==> src/design/trb_pkg.sv <==
// shared constants and carrier types for the telemetry read-back bank
package trb_pkg;

    // ==========================================================
    // register sub-addresses
    localparam logic [7:0] TRB_ADDR_FAULT_RESP  = 8'h0c;
    localparam logic [7:0] TRB_ADDR_MEAS_CUR    = 8'h0e;
    localparam logic [7:0] TRB_ADDR_MEAS_VOLT   = 8'h12;
    localparam logic [7:0] TRB_ADDR_LIVE        = 8'h14;
    localparam logic [7:0] TRB_ADDR_LATCHED     = 8'h16;
    localparam logic [7:0] TRB_ADDR_INT         = 8'h18;
    localparam logic [7:0] TRB_ADDR_AVG_CUR     = 8'h1a;
    localparam logic [7:0] TRB_ADDR_AVG_VOLT    = 8'h1c;
    localparam logic [7:0] TRB_ADDR_DAC         = 8'h5c;
    localparam logic [7:0] TRB_PTR_RESET        = 8'h14;

    // ==========================================================
    // field positions
    localparam int TRB_LIVE_OV_BIT    = 0;
    localparam int TRB_LIVE_UV_BIT    = 1;
    localparam int TRB_LIVE_SHORT_BIT = 3;
    localparam int TRB_LIVE_READY_BIT = 14;
    localparam int TRB_LAT_LO_UV_BIT  = 1;
    localparam int TRB_LAT_LO_OV_BIT  = 2;
    localparam int TRB_LAT_TURNOFF_BIT = 5;
    localparam int TRB_LAT_AR_UV_BIT  = 9;
    localparam int TRB_LAT_AR_OV_BIT  = 10;
    localparam int TRB_INT_MASK_SHIFT = 8;
    localparam int TRB_INT_SRC_N      = 7;

    // ==========================================================
    // widths and averaging
    localparam int TRB_CUR_W      = 8;
    localparam int TRB_VOLT_W     = 12;
    localparam int TRB_AVG_LOG2   = 4;
    localparam int TRB_AVG_DEPTH  = 16;
    localparam int TRB_CUR_SUM_W  = TRB_CUR_W + TRB_AVG_LOG2;
    localparam int TRB_VOLT_SUM_W = TRB_VOLT_W + TRB_AVG_LOG2;
    localparam logic [15:0] TRB_WORD_ZERO = 16'h0000;

    // ==========================================================
    // carriers
    typedef struct packed {
        logic ready;
        logic sense_pin_short;
        logic undervoltage_comparator;
        logic overvoltage_comparator;
    } trb_live_s;

    typedef struct packed {
        logic turnoff_command_seen;
        logic overvoltage_latchoff;
        logic undervoltage_latchoff;
        logic overvoltage_restart;
        logic undervoltage_restart;
    } trb_evt_s;

    typedef struct packed {
        trb_live_s                                  sync1;
        trb_live_s                                  sync2;
        logic [7:0]                                 ptr;
        logic [15:0]                                latched;
        logic [TRB_INT_SRC_N-1:0]                   int_stat;
        logic [TRB_AVG_DEPTH-1:0][TRB_CUR_W-1:0]    cur_hist;
        logic [TRB_AVG_DEPTH-1:0][TRB_VOLT_W-1:0]   volt_hist;
        logic [TRB_AVG_LOG2-1:0]                    cur_idx;
        logic [TRB_AVG_LOG2-1:0]                    volt_idx;
        logic [TRB_CUR_SUM_W-1:0]                   cur_sum;
        logic [TRB_VOLT_SUM_W-1:0]                  volt_sum;
        logic [TRB_CUR_W-1:0]                       cur_last;
        logic [TRB_VOLT_W-1:0]                      volt_last;
        logic [15:0]                                rd_data;
        logic                                       rd_valid;
    } trb_state_s;

endpackage

==> src/design/trb_telemetry_bank.sv <==
// read-only telemetry register bank with live, latched, interrupt and averaged views
`timescale 1ns/100ps

module trb_telemetry_bank
    import trb_pkg::*;
(
    input  wire logic                     i_clk_sys,
    input  wire logic                     i_rst,
    input  wire trb_live_s                i_live,
    input  wire trb_evt_s                 i_evt,
    input  wire logic                     i_rec_clr,
    input  wire logic [TRB_INT_SRC_N-1:0] i_int_evt,
    input  wire logic [TRB_INT_SRC_N-1:0] i_int_mask,
    input  wire logic                     i_int_clr,
    input  wire logic [TRB_CUR_W-1:0]     i_cur_sample,
    input  wire logic                     i_cur_valid,
    input  wire logic [TRB_VOLT_W-1:0]    i_volt_sample,
    input  wire logic                     i_volt_valid,
    input  wire logic [15:0]              i_fault_resp,
    input  wire logic [15:0]              i_dac_setting,
    input  wire logic                     i_ptr_wr,
    input  wire logic [7:0]               i_ptr_addr,
    input  wire logic                     i_rd_req,
    output logic [15:0]                   o_rd_data,
    output logic                          o_rd_valid
);

    // ==========================================================
    // helpers
    function automatic logic [TRB_CUR_W-1:0] avg_cur(input logic [TRB_CUR_SUM_W-1:0] s);
        avg_cur = s[TRB_CUR_SUM_W-1:TRB_AVG_LOG2];
    endfunction

    function automatic logic [TRB_VOLT_W-1:0] avg_volt(input logic [TRB_VOLT_SUM_W-1:0] s);
        avg_volt = s[TRB_VOLT_SUM_W-1:TRB_AVG_LOG2];
    endfunction

    trb_state_s q_ff;
    trb_state_s nxt_q;
    logic [15:0] live_word;
    logic [15:0] rd_word;
    logic [15:0] lat_set;

    // ==========================================================
    // next state
    always_comb
    begin
        nxt_q = q_ff;
        nxt_q.sync1 = i_live;
        nxt_q.sync2 = q_ff.sync1;

        live_word = TRB_WORD_ZERO;
        live_word[TRB_LIVE_OV_BIT]    = q_ff.sync2.overvoltage_comparator;
        live_word[TRB_LIVE_UV_BIT]    = q_ff.sync2.undervoltage_comparator;
        live_word[TRB_LIVE_SHORT_BIT] = q_ff.sync2.sense_pin_short;
        live_word[TRB_LIVE_READY_BIT] = q_ff.sync2.ready;

        // sticky records: a new event wins over a clear in the same cycle
        lat_set = TRB_WORD_ZERO;
        lat_set[TRB_LAT_TURNOFF_BIT] = i_evt.turnoff_command_seen;
        lat_set[TRB_LAT_LO_OV_BIT]  = i_evt.overvoltage_latchoff;
        lat_set[TRB_LAT_LO_UV_BIT]  = i_evt.undervoltage_latchoff;
        lat_set[TRB_LAT_AR_OV_BIT]  = i_evt.overvoltage_restart;
        lat_set[TRB_LAT_AR_UV_BIT]  = i_evt.undervoltage_restart;
        nxt_q.latched = (i_rec_clr ? TRB_WORD_ZERO : q_ff.latched) | lat_set;

        // masked sources never reach the status bits
        nxt_q.int_stat = (i_int_clr ? '0 : q_ff.int_stat) | (i_int_evt & i_int_mask);

        // running sums over a sixteen-entry history
        if (i_cur_valid)
        begin
            nxt_q.cur_sum = q_ff.cur_sum + TRB_CUR_SUM_W'(i_cur_sample)
                            - TRB_CUR_SUM_W'(q_ff.cur_hist[q_ff.cur_idx]);
            nxt_q.cur_hist[q_ff.cur_idx] = i_cur_sample;
            nxt_q.cur_idx = q_ff.cur_idx + 1'b1;
            nxt_q.cur_last = i_cur_sample;
        end
        if (i_volt_valid)
        begin
            nxt_q.volt_sum = q_ff.volt_sum + TRB_VOLT_SUM_W'(i_volt_sample)
                             - TRB_VOLT_SUM_W'(q_ff.volt_hist[q_ff.volt_idx]);
            nxt_q.volt_hist[q_ff.volt_idx] = i_volt_sample;
            nxt_q.volt_idx = q_ff.volt_idx + 1'b1;
            nxt_q.volt_last = i_volt_sample;
        end

        if (i_ptr_wr)
        begin
            nxt_q.ptr = i_ptr_addr;
        end

        // read mux on the current pointer
        if (q_ff.ptr == TRB_ADDR_FAULT_RESP)
            rd_word = i_fault_resp;
        else if (q_ff.ptr == TRB_ADDR_MEAS_CUR)
            rd_word = {8'h00, q_ff.cur_last};
        else if (q_ff.ptr == TRB_ADDR_MEAS_VOLT)
            rd_word = {4'h0, q_ff.volt_last};
        else if (q_ff.ptr == TRB_ADDR_LIVE)
            rd_word = live_word;
        else if (q_ff.ptr == TRB_ADDR_LATCHED)
            rd_word = q_ff.latched;
        else if (q_ff.ptr == TRB_ADDR_INT)
            rd_word = {1'b0, i_int_mask, 1'b0, q_ff.int_stat};
        else if (q_ff.ptr == TRB_ADDR_AVG_CUR)
            rd_word = {8'h00, avg_cur(q_ff.cur_sum)};
        else if (q_ff.ptr == TRB_ADDR_AVG_VOLT)
            rd_word = {4'h0, avg_volt(q_ff.volt_sum)};
        else if (q_ff.ptr == TRB_ADDR_DAC)
            rd_word = i_dac_setting;
        else
            rd_word = TRB_WORD_ZERO;

        nxt_q.rd_valid = i_rd_req;
        if (i_rd_req)
        begin
            nxt_q.rd_data = rd_word;
        end
    end

    // ==========================================================
    // state register
    always_ff @(posedge i_clk_sys or posedge i_rst)
    begin
        if (i_rst)
        begin
            q_ff     <= '0;
            q_ff.ptr <= TRB_PTR_RESET;
        end
        else
        begin
            q_ff <= nxt_q;
        end
    end

    assign o_rd_data  = q_ff.rd_data;
    assign o_rd_valid = q_ff.rd_valid;

    // ==========================================================
    // checks
    property p_avg_cur;
        @(posedge i_clk_sys) disable iff (i_rst)
        (i_rd_req && !i_ptr_wr && q_ff.ptr == TRB_ADDR_AVG_CUR)
        |=> (o_rd_data == {8'h00, $past(q_ff.cur_sum[TRB_CUR_SUM_W-1:TRB_AVG_LOG2])}) && o_rd_valid;
    endproperty
    a_avg_cur: assert property (p_avg_cur) else $error("average current word wrong");

    property p_avg_volt;
        @(posedge i_clk_sys) disable iff (i_rst)
        (i_rd_req && q_ff.ptr == TRB_ADDR_AVG_VOLT)
        |=> (o_rd_data[15:12] == 4'h0)
            && (o_rd_data[11:0] == $past(q_ff.volt_sum[TRB_VOLT_SUM_W-1:TRB_AVG_LOG2]));
    endproperty
    a_avg_volt: assert property (p_avg_volt) else $error("average voltage word wrong");

    property p_live_uv;
        @(posedge i_clk_sys) disable iff (i_rst)
        (i_rd_req && q_ff.ptr == TRB_ADDR_LIVE)
        |=> o_rd_data[TRB_LIVE_UV_BIT] == $past(i_live.undervoltage_comparator, 3);
    endproperty
    a_live_uv: assert property (p_live_uv) else $error("live undervoltage bit wrong");

    property p_live_ov;
        @(posedge i_clk_sys) disable iff (i_rst)
        (i_rd_req && q_ff.ptr == TRB_ADDR_LIVE)
        |=> o_rd_data[TRB_LIVE_OV_BIT] == $past(i_live.overvoltage_comparator, 3);
    endproperty
    a_live_ov: assert property (p_live_ov) else $error("live overvoltage bit wrong");

    property p_live_short;
        @(posedge i_clk_sys) disable iff (i_rst)
        (i_rd_req && q_ff.ptr == TRB_ADDR_LIVE)
        |=> o_rd_data[TRB_LIVE_SHORT_BIT] == $past(i_live.sense_pin_short, 3);
    endproperty
    a_live_short: assert property (p_live_short) else $error("live sense short bit wrong");

    property p_turnoff;
        @(posedge i_clk_sys) disable iff (i_rst)
        i_evt.turnoff_command_seen ##1 !i_rec_clr [*2] |=> q_ff.latched[TRB_LAT_TURNOFF_BIT];
    endproperty
    a_turnoff: assert property (p_turnoff) else $error("turn-off record lost");

    property p_lo_ov;
        @(posedge i_clk_sys) disable iff (i_rst)
        (q_ff.latched[TRB_LAT_LO_OV_BIT] && !i_rec_clr) || i_evt.overvoltage_latchoff
        |=> q_ff.latched[TRB_LAT_LO_OV_BIT];
    endproperty
    a_lo_ov: assert property (p_lo_ov) else $error("overvoltage latch-off record lost");

    property p_lo_uv;
        @(posedge i_clk_sys) disable iff (i_rst)
        $rose(q_ff.latched[TRB_LAT_LO_UV_BIT]) |-> $past(i_evt.undervoltage_latchoff);
    endproperty
    a_lo_uv: assert property (p_lo_uv) else $error("undervoltage latch-off record set without cause");

    property p_ar_ov;
        @(posedge i_clk_sys) disable iff (i_rst)
        i_evt.overvoltage_restart
        |=> q_ff.latched[TRB_LAT_AR_OV_BIT] && (o_rd_valid == $past(i_rd_req));
    endproperty
    a_ar_ov: assert property (p_ar_ov) else $error("overvoltage restart record missing");

    property p_ar_uv;
        @(posedge i_clk_sys) disable iff (i_rst)
        (q_ff.latched[TRB_LAT_AR_UV_BIT] && !i_rec_clr) |=> q_ff.latched[TRB_LAT_AR_UV_BIT];
    endproperty
    a_ar_uv: assert property (p_ar_uv) else $error("undervoltage restart record dropped");

    property p_int_mask;
        @(posedge i_clk_sys) disable iff (i_rst)
        1'b1 |=> ((q_ff.int_stat & ~$past(q_ff.int_stat) & ~$past(i_int_mask)) == '0);
    endproperty
    a_int_mask: assert property (p_int_mask) else $error("masked source set a status bit");

endmodule

==> config.mk <==
export PLATFORM = sky130hd
export DESIGN_NAME = trb_telemetry_bank
export DESIGN_NICKNAME = d
export VERILOG_FILES = /design/src/design/trb_pkg.sv /design/src/design/trb_telemetry_bank.sv
export SDC_FILE = /design/constraint.sdc
export NUM_CORES = 1
export LEC_CHECK = 0
export ABC_CLOCK_PERIOD_IN_PS = 23000
export BUFFER_PORTS_ARGS = -buffer_cell sky130_fd_sc_hd__buf_2
export CAP_MARGIN = 25
export CORE_UTILIZATION = 31
export CTS_CLUSTER_DIAMETER = 60
export CTS_CLUSTER_SIZE = 28
export DETAILED_ROUTE_END_ITERATION = 10
export GPL_TIMING_DRIVEN = 0
export PLACE_DENSITY_LB_ADDON = 0.3
export SYNTH_ARGS = -nofsm -noshare
export SYNTH_HDL_FRONTEND = slang
export SYNTH_SLANG_ARGS = --single-unit
==> constraint.sdc <==
create_clock -name i_clk_sys -period 23 [get_ports i_clk_sys]
set_input_delay 4.6 -clock i_clk_sys [delete_from_list [all_inputs] [get_ports i_clk_sys]]
set_output_delay 4.6 -clock i_clk_sys [all_outputs]
set_load 0.1 [all_outputs]
==> results.py, run 1 <==
metrics = {
    "worst_setup_path": {
        "cp.required_ns": 23.41,
        "critical_path_class": "in2reg",
        "cp_max_fo": 10,
        "worstPathArrival_ns": 7.85,
        "r2r_cells": 12,
        "setup.worst_path.end_class": "flip-flop",
        "start_kind": "primary input",
    },
    "pwr": {
        "leakage_nw": 10.3,
        "pwr-share-comb_pct": 51.2,
        "switching_share_pct": 39.9,
        "pwr-share-seq_pct": 31.4,
        "clock_power_share_pct": 17.4,
        "report.power.total_mw": 3.90,
        "power_density_nw_per_um2": 167,
        "intPower_mw": 2.34,
        "ir_drop_mv": 0.0739,
        "switchingPower_mw": 1.56,
    },
    "cells_and_area": {
        "area_growth_pct": 14.9,
        "fin_cells": 2778,
        "stdcell_area_sq_um": 23400,
        "drive_above_1_share_pct": 24.5,
        "nets": 2044,
        "fin_util_pct": 36.2,
    },
    "run_status": {
        "outcome": "completed",
    },
    "placed_design": {
        "hpwlAfterDp_microns": 41000,
        "routabilityCongestion": 0.870,
        "dpl_cell_area_sq_um": 22100,
        "pre_cts_slack_ns": 15.02,
        "place_inst": 2714,
        "port_buffers": 106,
    },
    "floorplan": {
        "die_h_microns": 258,
        "num_rows": 93,
        "io_pins": 108,
        "start_util_pct": 31.5,
        "dieArea_sq_um": 66800,
        "die_x_microns": 258,
        "core_area_sq_um": 64700,
    },
    "sta": {
        "relSlewSlack_pct": 31.1,
        "clock_skew_ns": 0.0272,
        "period_share_pct": 32.4,
        "hold_slack_ns": 0.351,
        "setup_viol": 0,
        "max_freq_mhz": 134,
        "slew_violations": 0,
        "period_needed_ns": 7.44,
        "hold_violations": 0,
        "setup_tns_ns": 0,
        "tightest_slew_ns": 1.03,
        "rsz0062_at_grt": "false",
        "fin_ws_ns": 15.56,
    },
    "synthesis": {
        "yosys.area_share.adder_pct": 4.17,
        "synth_area_per_cell_sq_um": 11.7,
        "async_flop_share_pct": 100,
        "synth-simple-area-share_pct": 8.47,
        "synth_cell_type_count": 65,
        "synth_flop_cell": "dfrtp_1",
        "seq_area_frac_synth_pct": 51.7,
        "syn_nets": 1894,
        "synth_edf_count": 0,
        "synthCells": 1747,
        "yosysWarnings": 0,
        "muxShareOfSynthArea_pct": 19.9,
        "synth-seq-cells": 421,
        "synth-xor-area-share_pct": 0.859,
        "synth_compound_area_share_pct": 10.3,
        "synth_top_family_by_area": "multiplexers",
        "netlist_area_sq_um": 20400,
    },
    "routing": {
        "vias": 14200,
        "vias_per_cell": 5.11,
        "drt_wl_total_microns": 55600,
        "ant_nets": 0,
        "dr.pass1.iters": 5,
        "wl_per_cell_microns": 20.0,
        "drtIter0Drc": 1099,
        "drc": 0,
    },
    "worst_hold_path": {
        "worstHoldPathType": "reg2reg",
        "whs_path_depth": 0,
    },
    "global_route": {
        "grt_pass1_vias": 14500,
        "globalRouteOverflowTotal": 0,
        "antenna_found_initial": 7,
        "grt_pass1_wl_microns": 87300,
        "track_usage_pct": 16.9,
        "grt_max_degree": 130,
    },
    "clock_network": {
        "tritoncts": "done",
        "clkLatencyLatePin_ns": 0.57,
        "cts_root_buf": "clkbuf_16",
        "clkSlewWorstSetupHoldPaths_ns": 0.08,
        "cts_resized": 0,
        "holdBufCountCts": 0,
        "numCtsBuffers": 35,
        "cts_buffer_depth": 3,
        "h-tree-depth": 2,
        "post_cts_buffers": 0,
        "cts_sinks": 421,
    },
    "flow_run": {
        "cap_violations": 0,
    },
}
## synthesized netlist by cell type (all sizes together), types with 5 or more instances
master | count | area, sq um
a31oi | 9 | 56.3
a22oi | 10 | 80.1
a21oi | 33 | 165
o21ai | 247 | 1240
fa | 20 | 400
nand2 | 261 | 980
nor2 | 30 | 118
mux2i | 12 | 120
mux4 | 100 | 2250
o22ai | 6 | 37.5
nand3 | 25 | 125
xor2 | 7 | 61.3
nand4 | 10 | 62.6
xnor2 | 13 | 114
nor3 | 21 | 141
inv | 103 | 387
mux2 | 150 | 1690
ha | 36 | 450
a21o | 11 | 82.6
a221oi | 5 | 43.8
buf | 40 | 233
clkbuf | 87 | 327
a222oi | 5 | 50.1
dfrtp | 419 | 10500
nand2b | 8 | 50.1
nor2b | 10 | 62.6
or3 | 7 | 43.8
o211ai | 6 | 45.0
## layout by cell type (no fill, tap or decap), types with 6 or more instances in the layout
cell type  Yosys  final
dfrtp_1      419    419
nand2_1      261    261
o21ai_0      247    247
mux2_2       150    150
buf_2          9    116
inv_1        103    102
mux4_2       100    100
clkbuf_1      87     87
clkbuf_16      0     37
ha_1          36     36
a21oi_1       33     33
nor2_1        28     28
nand3_1       25     25
fa_1          20     20
buf_4         17     17
nor3_1        15     15
buf_1         13     13
xnor2_1       13     13
mux2i_1       12     12
a21o_1        11     11
nand4_1       10     10
nor2b_1       10     10
a22oi_1        9      9
a31oi_1        9      9
nand2b_1       8      8
or3_1          7      7
xor2_1         7      7
o211ai_1       6      6
o22ai_1        6      6
## power groups by stage
stage                     combinational [mW]  clock, mW  sequential (mW)
after floorplan                         1.55          0             1.18
after global placement                  1.94          0             1.22
after detailed placement                2.00          0             1.24
after CTS                               2.01      0.699             1.23
after global routing                    2.22      0.725             1.27
final                                   2.00      0.678             1.23
## final timing paths
check,endpoint,start,slack [ns]
max in group asynchronous,q_ff[402],i_rst,17.33
hold reg to reg,live_word[1],nxt_q[425],0.35
setup / recovery,q_ff[51],i_volt_sample[2],15.56
min in group asynchronous,q_ff[76],i_rst,4.14
setup reg to reg,q_ff[51],q_ff[65],17.93
hold / removal,live_word[1],nxt_q[425],0.35
## worst max-delay path, stage by stage
cell and delay [ns]:
buf_2 0.24, inv_1 0.12, clkbuf_1 0.28, fa_1 0.60
inv_1 0.04, ha_1 0.34, nor2b_1 0.16, o31a_1 0.29
o41ai_1 0.62, a21oi_1 0.19, mux2_2 0.27, o221ai_1 0.11
## layout make-up
| type | count | area (sq um) |
|---|---|---|
| inverters | 103 | 394 |
| diodes | 1 | 2.50 |
| clock inverters | 25 | 374 |
| repair buffers | 113 | 663 |
| multi-input cells | 1096 | 8910 |
| well taps | 855 | 1070 |
| clock buffers | 37 | 926 |
| plain buffers | 127 | 559 |
| flip-flops and latches | 421 | 10500 |
| fillers | 6390 | 41300 |
## flip-flops by register name (all words and copies together), names as in the netlist
signal      cells
q_ff          396
o_rd_data      16
live_word       4
nxt_q           4
o_rd_valid      1
## per-layer routing
metal,GRT usage [%],vias up,wire length [microns]
met5,0,-,59
met4,4.57,12,1380
met3,3.35,82,3250
met2,26.6,393,25300
met1,23.8,7242,25600
li1,-,6475,-
## kinds of logic (layout without fill, tap and decap cells)
group / count (synthesis) / count (layout)
XOR/XNOR: 20 / 20
adder cells (fa/ha/maj): 56 / 56
buffers and inverters: 230 / 405
multiplexers: 262 / 262
AO/OA/AOI/OAI: 366 / 366
flip-flops: 421 / 421
AND/OR/NAND/NOR: 392 / 392
other: 0 / 1
(Power assumes the default switching activity.)
==> run 2: changes to the inputs <==
ABC_CLOCK_PERIOD_IN_PS = 6700   (was 23000)
clock period = 6.7 ns   (was 23 ns; I/O delays follow)
==> run 2 against run 1 <==
Compared with the run above: core utilization down 0.081 points; sequential power rose to 3.4 times the previous value; largest power group unchanged; setup slack worse by 14 ns.
==> results.py, run 2 (synthesis results as in run 1) <==
metrics = {
    "clock_network": {
        "cts_root_buf": "clkbuf_16",
        "clkSlewWorstSetupHoldPaths_ns": 0.09,
        "holdBufCountCts": 0,
        "clkLatencyLatePin_ns": 0.62,
        "numCtsBuffers": 31,
        "tritoncts": "done",
        "h-tree-depth": 1,
        "cts_sinks": 421,
        "cts_buffer_depth": 3,
        "cts_resized": 0,
        "post_cts_buffers": 0,
    },
    "routing": {
        "vias": 14100,
        "dr.pass1.iters": 6,
        "drc": 0,
        "ant_nets": 0,
        "drt_wl_total_microns": 54700,
        "drtIter0Drc": 1005,
        "vias_per_cell": 5.07,
        "wl_per_cell_microns": 19.7,
    },
    "sta": {
        "fin_ws_ns": 1.59,
        "slew_violations": 0,
        "rsz0062_at_grt": "false",
        "period_needed_ns": 5.11,
        "clock_skew_ns": 0.0164,
        "tightest_slew_ns": 0.987,
        "hold_slack_ns": 0.350,
        "hold_violations": 0,
        "setup_tns_ns": 0,
        "period_share_pct": 76.2,
        "relSlewSlack_pct": 34.2,
        "setup_viol": 0,
        "max_freq_mhz": 196,
    },
    "global_route": {
        "grt_pass1_vias": 14400,
        "grt_max_degree": 44,
        "track_usage_pct": 16.6,
        "grt_pass1_wl_microns": 85900,
        "globalRouteOverflowTotal": 0,
        "antenna_found_initial": 8,
    },
    "cells_and_area": {
        "largest_register": "q_ff",
        "final_common_cell": "dfrtp_1",
        "largest_reg_flops": 396,
        "area_growth_pct": 14.7,
        "nets": 2046,
        "drive_above_1_share_pct": 24.5,
        "antennaDiodeCount": 0,
        "final_cell_mix": "419 x dfrtp_1, 261 x nand2_1, 247 x o21ai_0",
        "stdcell_area_sq_um": 23400,
    },
    "worst_setup_path": {
        "critical_path_class": "reg2reg",
        "cp_slowest_cell": "mux4_2",
        "worstPathArrival_ns": 5.59,
        "start_kind": "flip-flop",
        "worst_path_most_repeated_cell": "mux4_2",
        "setup.worst_path.end_class": "flip-flop",
        "max_stage_delay_ns": 0.66,
        "cp_max_fo": 10,
        "cp.required_ns": 7.19,
        "worstPathCellList": "clkbuf_1 -> buf_2 -> mux4_2 -> mux4_2 -> fa_1 -> inv_1 -> ha_1 -> a211oi_1 -> o21ai_0 -> o2111ai_1 -> nand2_1 -> o211a_1 -> or4_1",
    },
    "placed_design": {
        "hpwlAfterDp_microns": 41600,
        "dpl_cell_area_sq_um": 22200,
        "routabilityCongestion": 0.893,
        "pre_cts_slack_ns": 1.62,
        "port_buffers": 106,
    },
    "floorplan": {
        "start_util_pct": 31.5,
        "core_area_sq_um": 64700,
        "io_pins": 108,
        "die_x_microns": 258,
        "die_h_microns": 258,
        "dieArea_sq_um": 66800,
        "num_rows": 93,
    },
    "pwr": {
        "pwr-share-seq_pct": 32.0,
        "intPower_mw": 7.87,
        "leakage_nw": 10.3,
        "switching_share_pct": 40.1,
        "switchingPower_mw": 5.27,
        "pwr-share-comb_pct": 52.2,
        "clock_power_share_pct": 15.9,
        "power_density_nw_per_um2": 562,
        "report.power.total_mw": 13.1,
        "ir_drop_mv": 0.295,
    },
    "worst_hold_path": {
        "worstHoldPathType": "reg2reg",
    },
    "run_status": {
        "outcome": "completed",
    },
    "flow_run": {
        "cap_violations": 0,
    },
}
run 2: worst max-delay path: cells and delay by family, from the launching register on:
family          cells  cell delay [ns]
flops               1             0.40
buf+inv             3             0.86
mux                 2             1.20
compound gates      4             1.00
simple gates        2             0.65
fa+ha+maj           2             0.86
run 2: cell type report:
type | count | area (sq um)
buffer | 127 | 559
clock buffer | 31 | 776
clock inverter | 26 | 370
fill | 6401 | 41300
inverter | 103 | 390
multi-input combinational | 1096 | 8910
sequential | 421 | 10500
tap | 855 | 1070
timing repair buffer | 119 | 771
run 2: worst paths after layout:
kind | start | to | slack [ns] | depth (start not counted)
worst max-delay path | q_ff[65] | q_ff[52] | 1.59 | 13
worst min-delay path | nxt_q[426] | live_word[3] | 0.35 | 0
worst min register to register | nxt_q[426] | live_word[3] | 0.35 | 0
worst max register to register | q_ff[65] | q_ff[52] | 1.59 | 13
min in group asynchronous | i_rst | o_rd_data[15] | 0.63 | 2
max in group asynchronous | i_rst | q_ff[386] | 4.77 | 6
run 2: stage by stage:
stage / util [%] / instances
CTS: 36.1 / 2777
global route: 36.1 / 2778
global placement: 34.0 / 2708
detailed placement: 34.3 / 2720
floorplan: - / 1747
finish: 36.1 / 2778
run 2: power groups by stage:
stage	registers, mW	logic, mW	clock network [mW]
after floorplan	4.06	5.31	0
after global placement	4.20	6.66	0
after detailed placement	4.25	6.84	0
after CTS	4.20	6.86	2.15
after global routing	4.34	7.63	2.24
final	4.20	6.85	2.08
run 2: per-layer routing:
layer  track usage [%]  wire, microns  vias up
met5                 0             86        -
met4              3.81           1030       14
met3              2.79           3100       66
met2              26.2          25300      380
met1              23.7          25200     7173
li1                  -              -     6465
==> run 3: changes to the inputs <==
ABC_CLOCK_PERIOD_IN_PS = 4840   (was 6700)
clock period = 4.84 ns   (was 6.7 ns; I/O delays follow)
==> run 3 against run 2 <==
Compared with the run above: clock-buffer cell count is the same; via count grew 0.26%; core utilization is essentially flat; sequential share of layout area is essentially flat; design area is essentially flat; first-iteration DRC count shrank 3.5%; hold slack lost 0.094 ns; fmax grew 9.6%; cell count is essentially flat; sequential power grew 39%; routed wire length is essentially flat; combinational power grew 39%.
==> results.py, run 3 (synthesis results as in run 1) <==
metrics = {
    "routing": {
        "vias": 14100,
        "drt_wl_total_microns": 54700,
        "wl_per_cell_microns": 19.7,
        "drtIter0Drc": 970,
        "drc": 0,
        "dr.pass1.iters": 5,
        "ant_nets": 0,
        "vias_per_cell": 5.09,
    },
    "clock_network": {
        "h-tree-depth": 1,
        "cts_sinks": 421,
        "numCtsBuffers": 31,
        "clkLatencyLatePin_ns": 0.63,
        "cts_buffer_depth": 3,
        "tritoncts": "done",
        "cts_root_buf": "clkbuf_16",
        "clkSlewWorstSetupHoldPaths_ns": 0.09,
        "holdBufCountCts": 0,
    },
    "worst_setup_path": {
        "critical_path_buf_inv_count": 2,
        "setup.worst_path.end_class": "flip-flop",
        "cp_max_fo": 10,
        "start_kind": "flip-flop",
        "cp.required_ns": 5.33,
        "max_stage_delay_ns": 0.58,
        "worst_path_most_repeated_cell": "mux4_2",
        "critical_path_class": "reg2reg",
        "crit_family": "multiplexers",
        "r2r_slack_ns": 0.18,
        "worstPathArrival_ns": 5.14,
        "cp_slowest_cell": "mux4_2",
        "worstPathCellList": "buf_4 -> mux4_2 -> mux4_2 -> fa_1 -> inv_1 -> ha_1 -> a211oi_1 -> o21ai_0 -> o2111ai_1 -> nand2_1 -> o211a_1 -> or4_1",
    },
    "cells_and_area": {
        "largest_register": "q_ff",
        "largest_reg_flops": 396,
        "antennaDiodeCount": 0,
        "final_cell_mix": "418 x dfrtp_1, 261 x nand2_1, 247 x o21ai_0",
        "fin_util_pct": 36.2,
        "nets": 2044,
        "area_growth_pct": 14.8,
        "final_common_cell": "dfrtp_1",
        "stdcell_area_sq_um": 23400,
        "drive_above_1_share_pct": 25.2,
    },
    "global_route": {
        "track_usage_pct": 16.6,
        "grt_max_degree": 44,
        "grt_pass1_wl_microns": 85900,
        "antenna_found_initial": 8,
        "grt_pass1_vias": 14400,
        "globalRouteOverflowTotal": 0,
    },
    "floorplan": {
        "die_x_microns": 258,
        "die_h_microns": 258,
        "start_util_pct": 31.5,
        "dieArea_sq_um": 66800,
        "core_area_sq_um": 64700,
        "num_rows": 93,
        "io_pins": 108,
    },
    "placed_design": {
        "hpwlAfterDp_microns": 41600,
        "port_buffers": 106,
        "pre_cts_slack_ns": -0.242,
        "dpl_cell_area_sq_um": 22200,
        "routabilityCongestion": 0.893,
    },
    "sta": {
        "clock_skew_ns": 0.0205,
        "tightest_slew_ns": 0.980,
        "rsz0062_at_grt": "false",
        "hold_violations": 0,
        "slew_violations": 0,
        "max_freq_mhz": 215,
        "relSlewSlack_pct": 34.7,
        "setup_viol": 0,
        "period_needed_ns": 4.66,
        "fin_ws_ns": 0.182,
        "period_share_pct": 96.2,
    },
    "flow_run": {
        "cap_violations": 0,
    },
    "pwr": {
        "report.power.total_mw": 18.2,
        "leakage_nw": 10.3,
        "ir_drop_mv": 0.413,
        "power_density_nw_per_um2": 778,
    },
    "run_status": {
        "outcome": "completed",
    },
    "worst_hold_path": {
        "worstHoldPathType": "in2async",
    },
}
[run 3: per-layer routing]
metal  vias up  part of all wire [%]  GRT usage (%)
li1       6458                     -              -
met1      7211                    46           23.8
met2       385                    46           26.2
met3        66                   5.8           2.79
met4        14                   1.9           3.81
met5         -                  0.16              0
[run 3: final timing paths]
path / from / end / cells after the start
max in group asynchronous: i_rst / q_ff[370] / 6
max reg2reg: q_ff[65] / q_ff[52] / 12
min in group i_clk_sys: nxt_q[426] / live_word[3] / 0
min reg2reg: nxt_q[426] / live_word[3] / 0
min: i_rst / o_rd_data[15] / 2
max: q_ff[65] / q_ff[52] / 12
[run 3: report_power, final]
part	switching [mW]	internal (mW)
logic	5.05	4.45
clock network	1.46	1.42
registers	0.797	5.03
total	7.30	10.9
[run 3: final cells by class]
cell class                 count  area (sq um)
tap                          855          1070
sequential                   421         10500
fill                        6396         41300
clock inverter                26           370
inverter                     103           390
buffer                       126           591
clock buffer                  31           776
multi-input combinational   1096          8910
timing repair buffer         118           756
[run 3: per-stage QoR]
step | TNS [ns] | std cells | hold WS [ns]
after CTS | 0 | 2776 | 0.230
final | 0 | 2776 | 0.256
after floorplan | -757.13 | 1747 | 0.331
after global placement | -1723.13 | 2708 | 0.332
after detailed placement | -1.40 | 2720 | 0.336
after global routing | 0 | 2776 | 0.241
[run 3: what timing repair did]
| item | in CTS | in global routing |
|---|---|---|
| setup endpoints to repair | 9 | 8 |
| gates resized for setup | 13 | 20 |
| buffers inserted | 0 | 0 |
[run 3: worst register-to-register path: cells and delay by family (launching register included)]
| kind | cells | cell delay (ns) |
|---|---|---|
| AND/OR/NAND/NOR | 2 | 0.66 |
| flip-flops | 1 | 0.51 |
| AO/OA/AOI/OAI | 4 | 1.00 |
| multiplexers | 2 | 1.13 |
| buffers and inverters | 2 | 0.38 |
| adder cells (fa/ha/maj) | 2 | 0.86 |
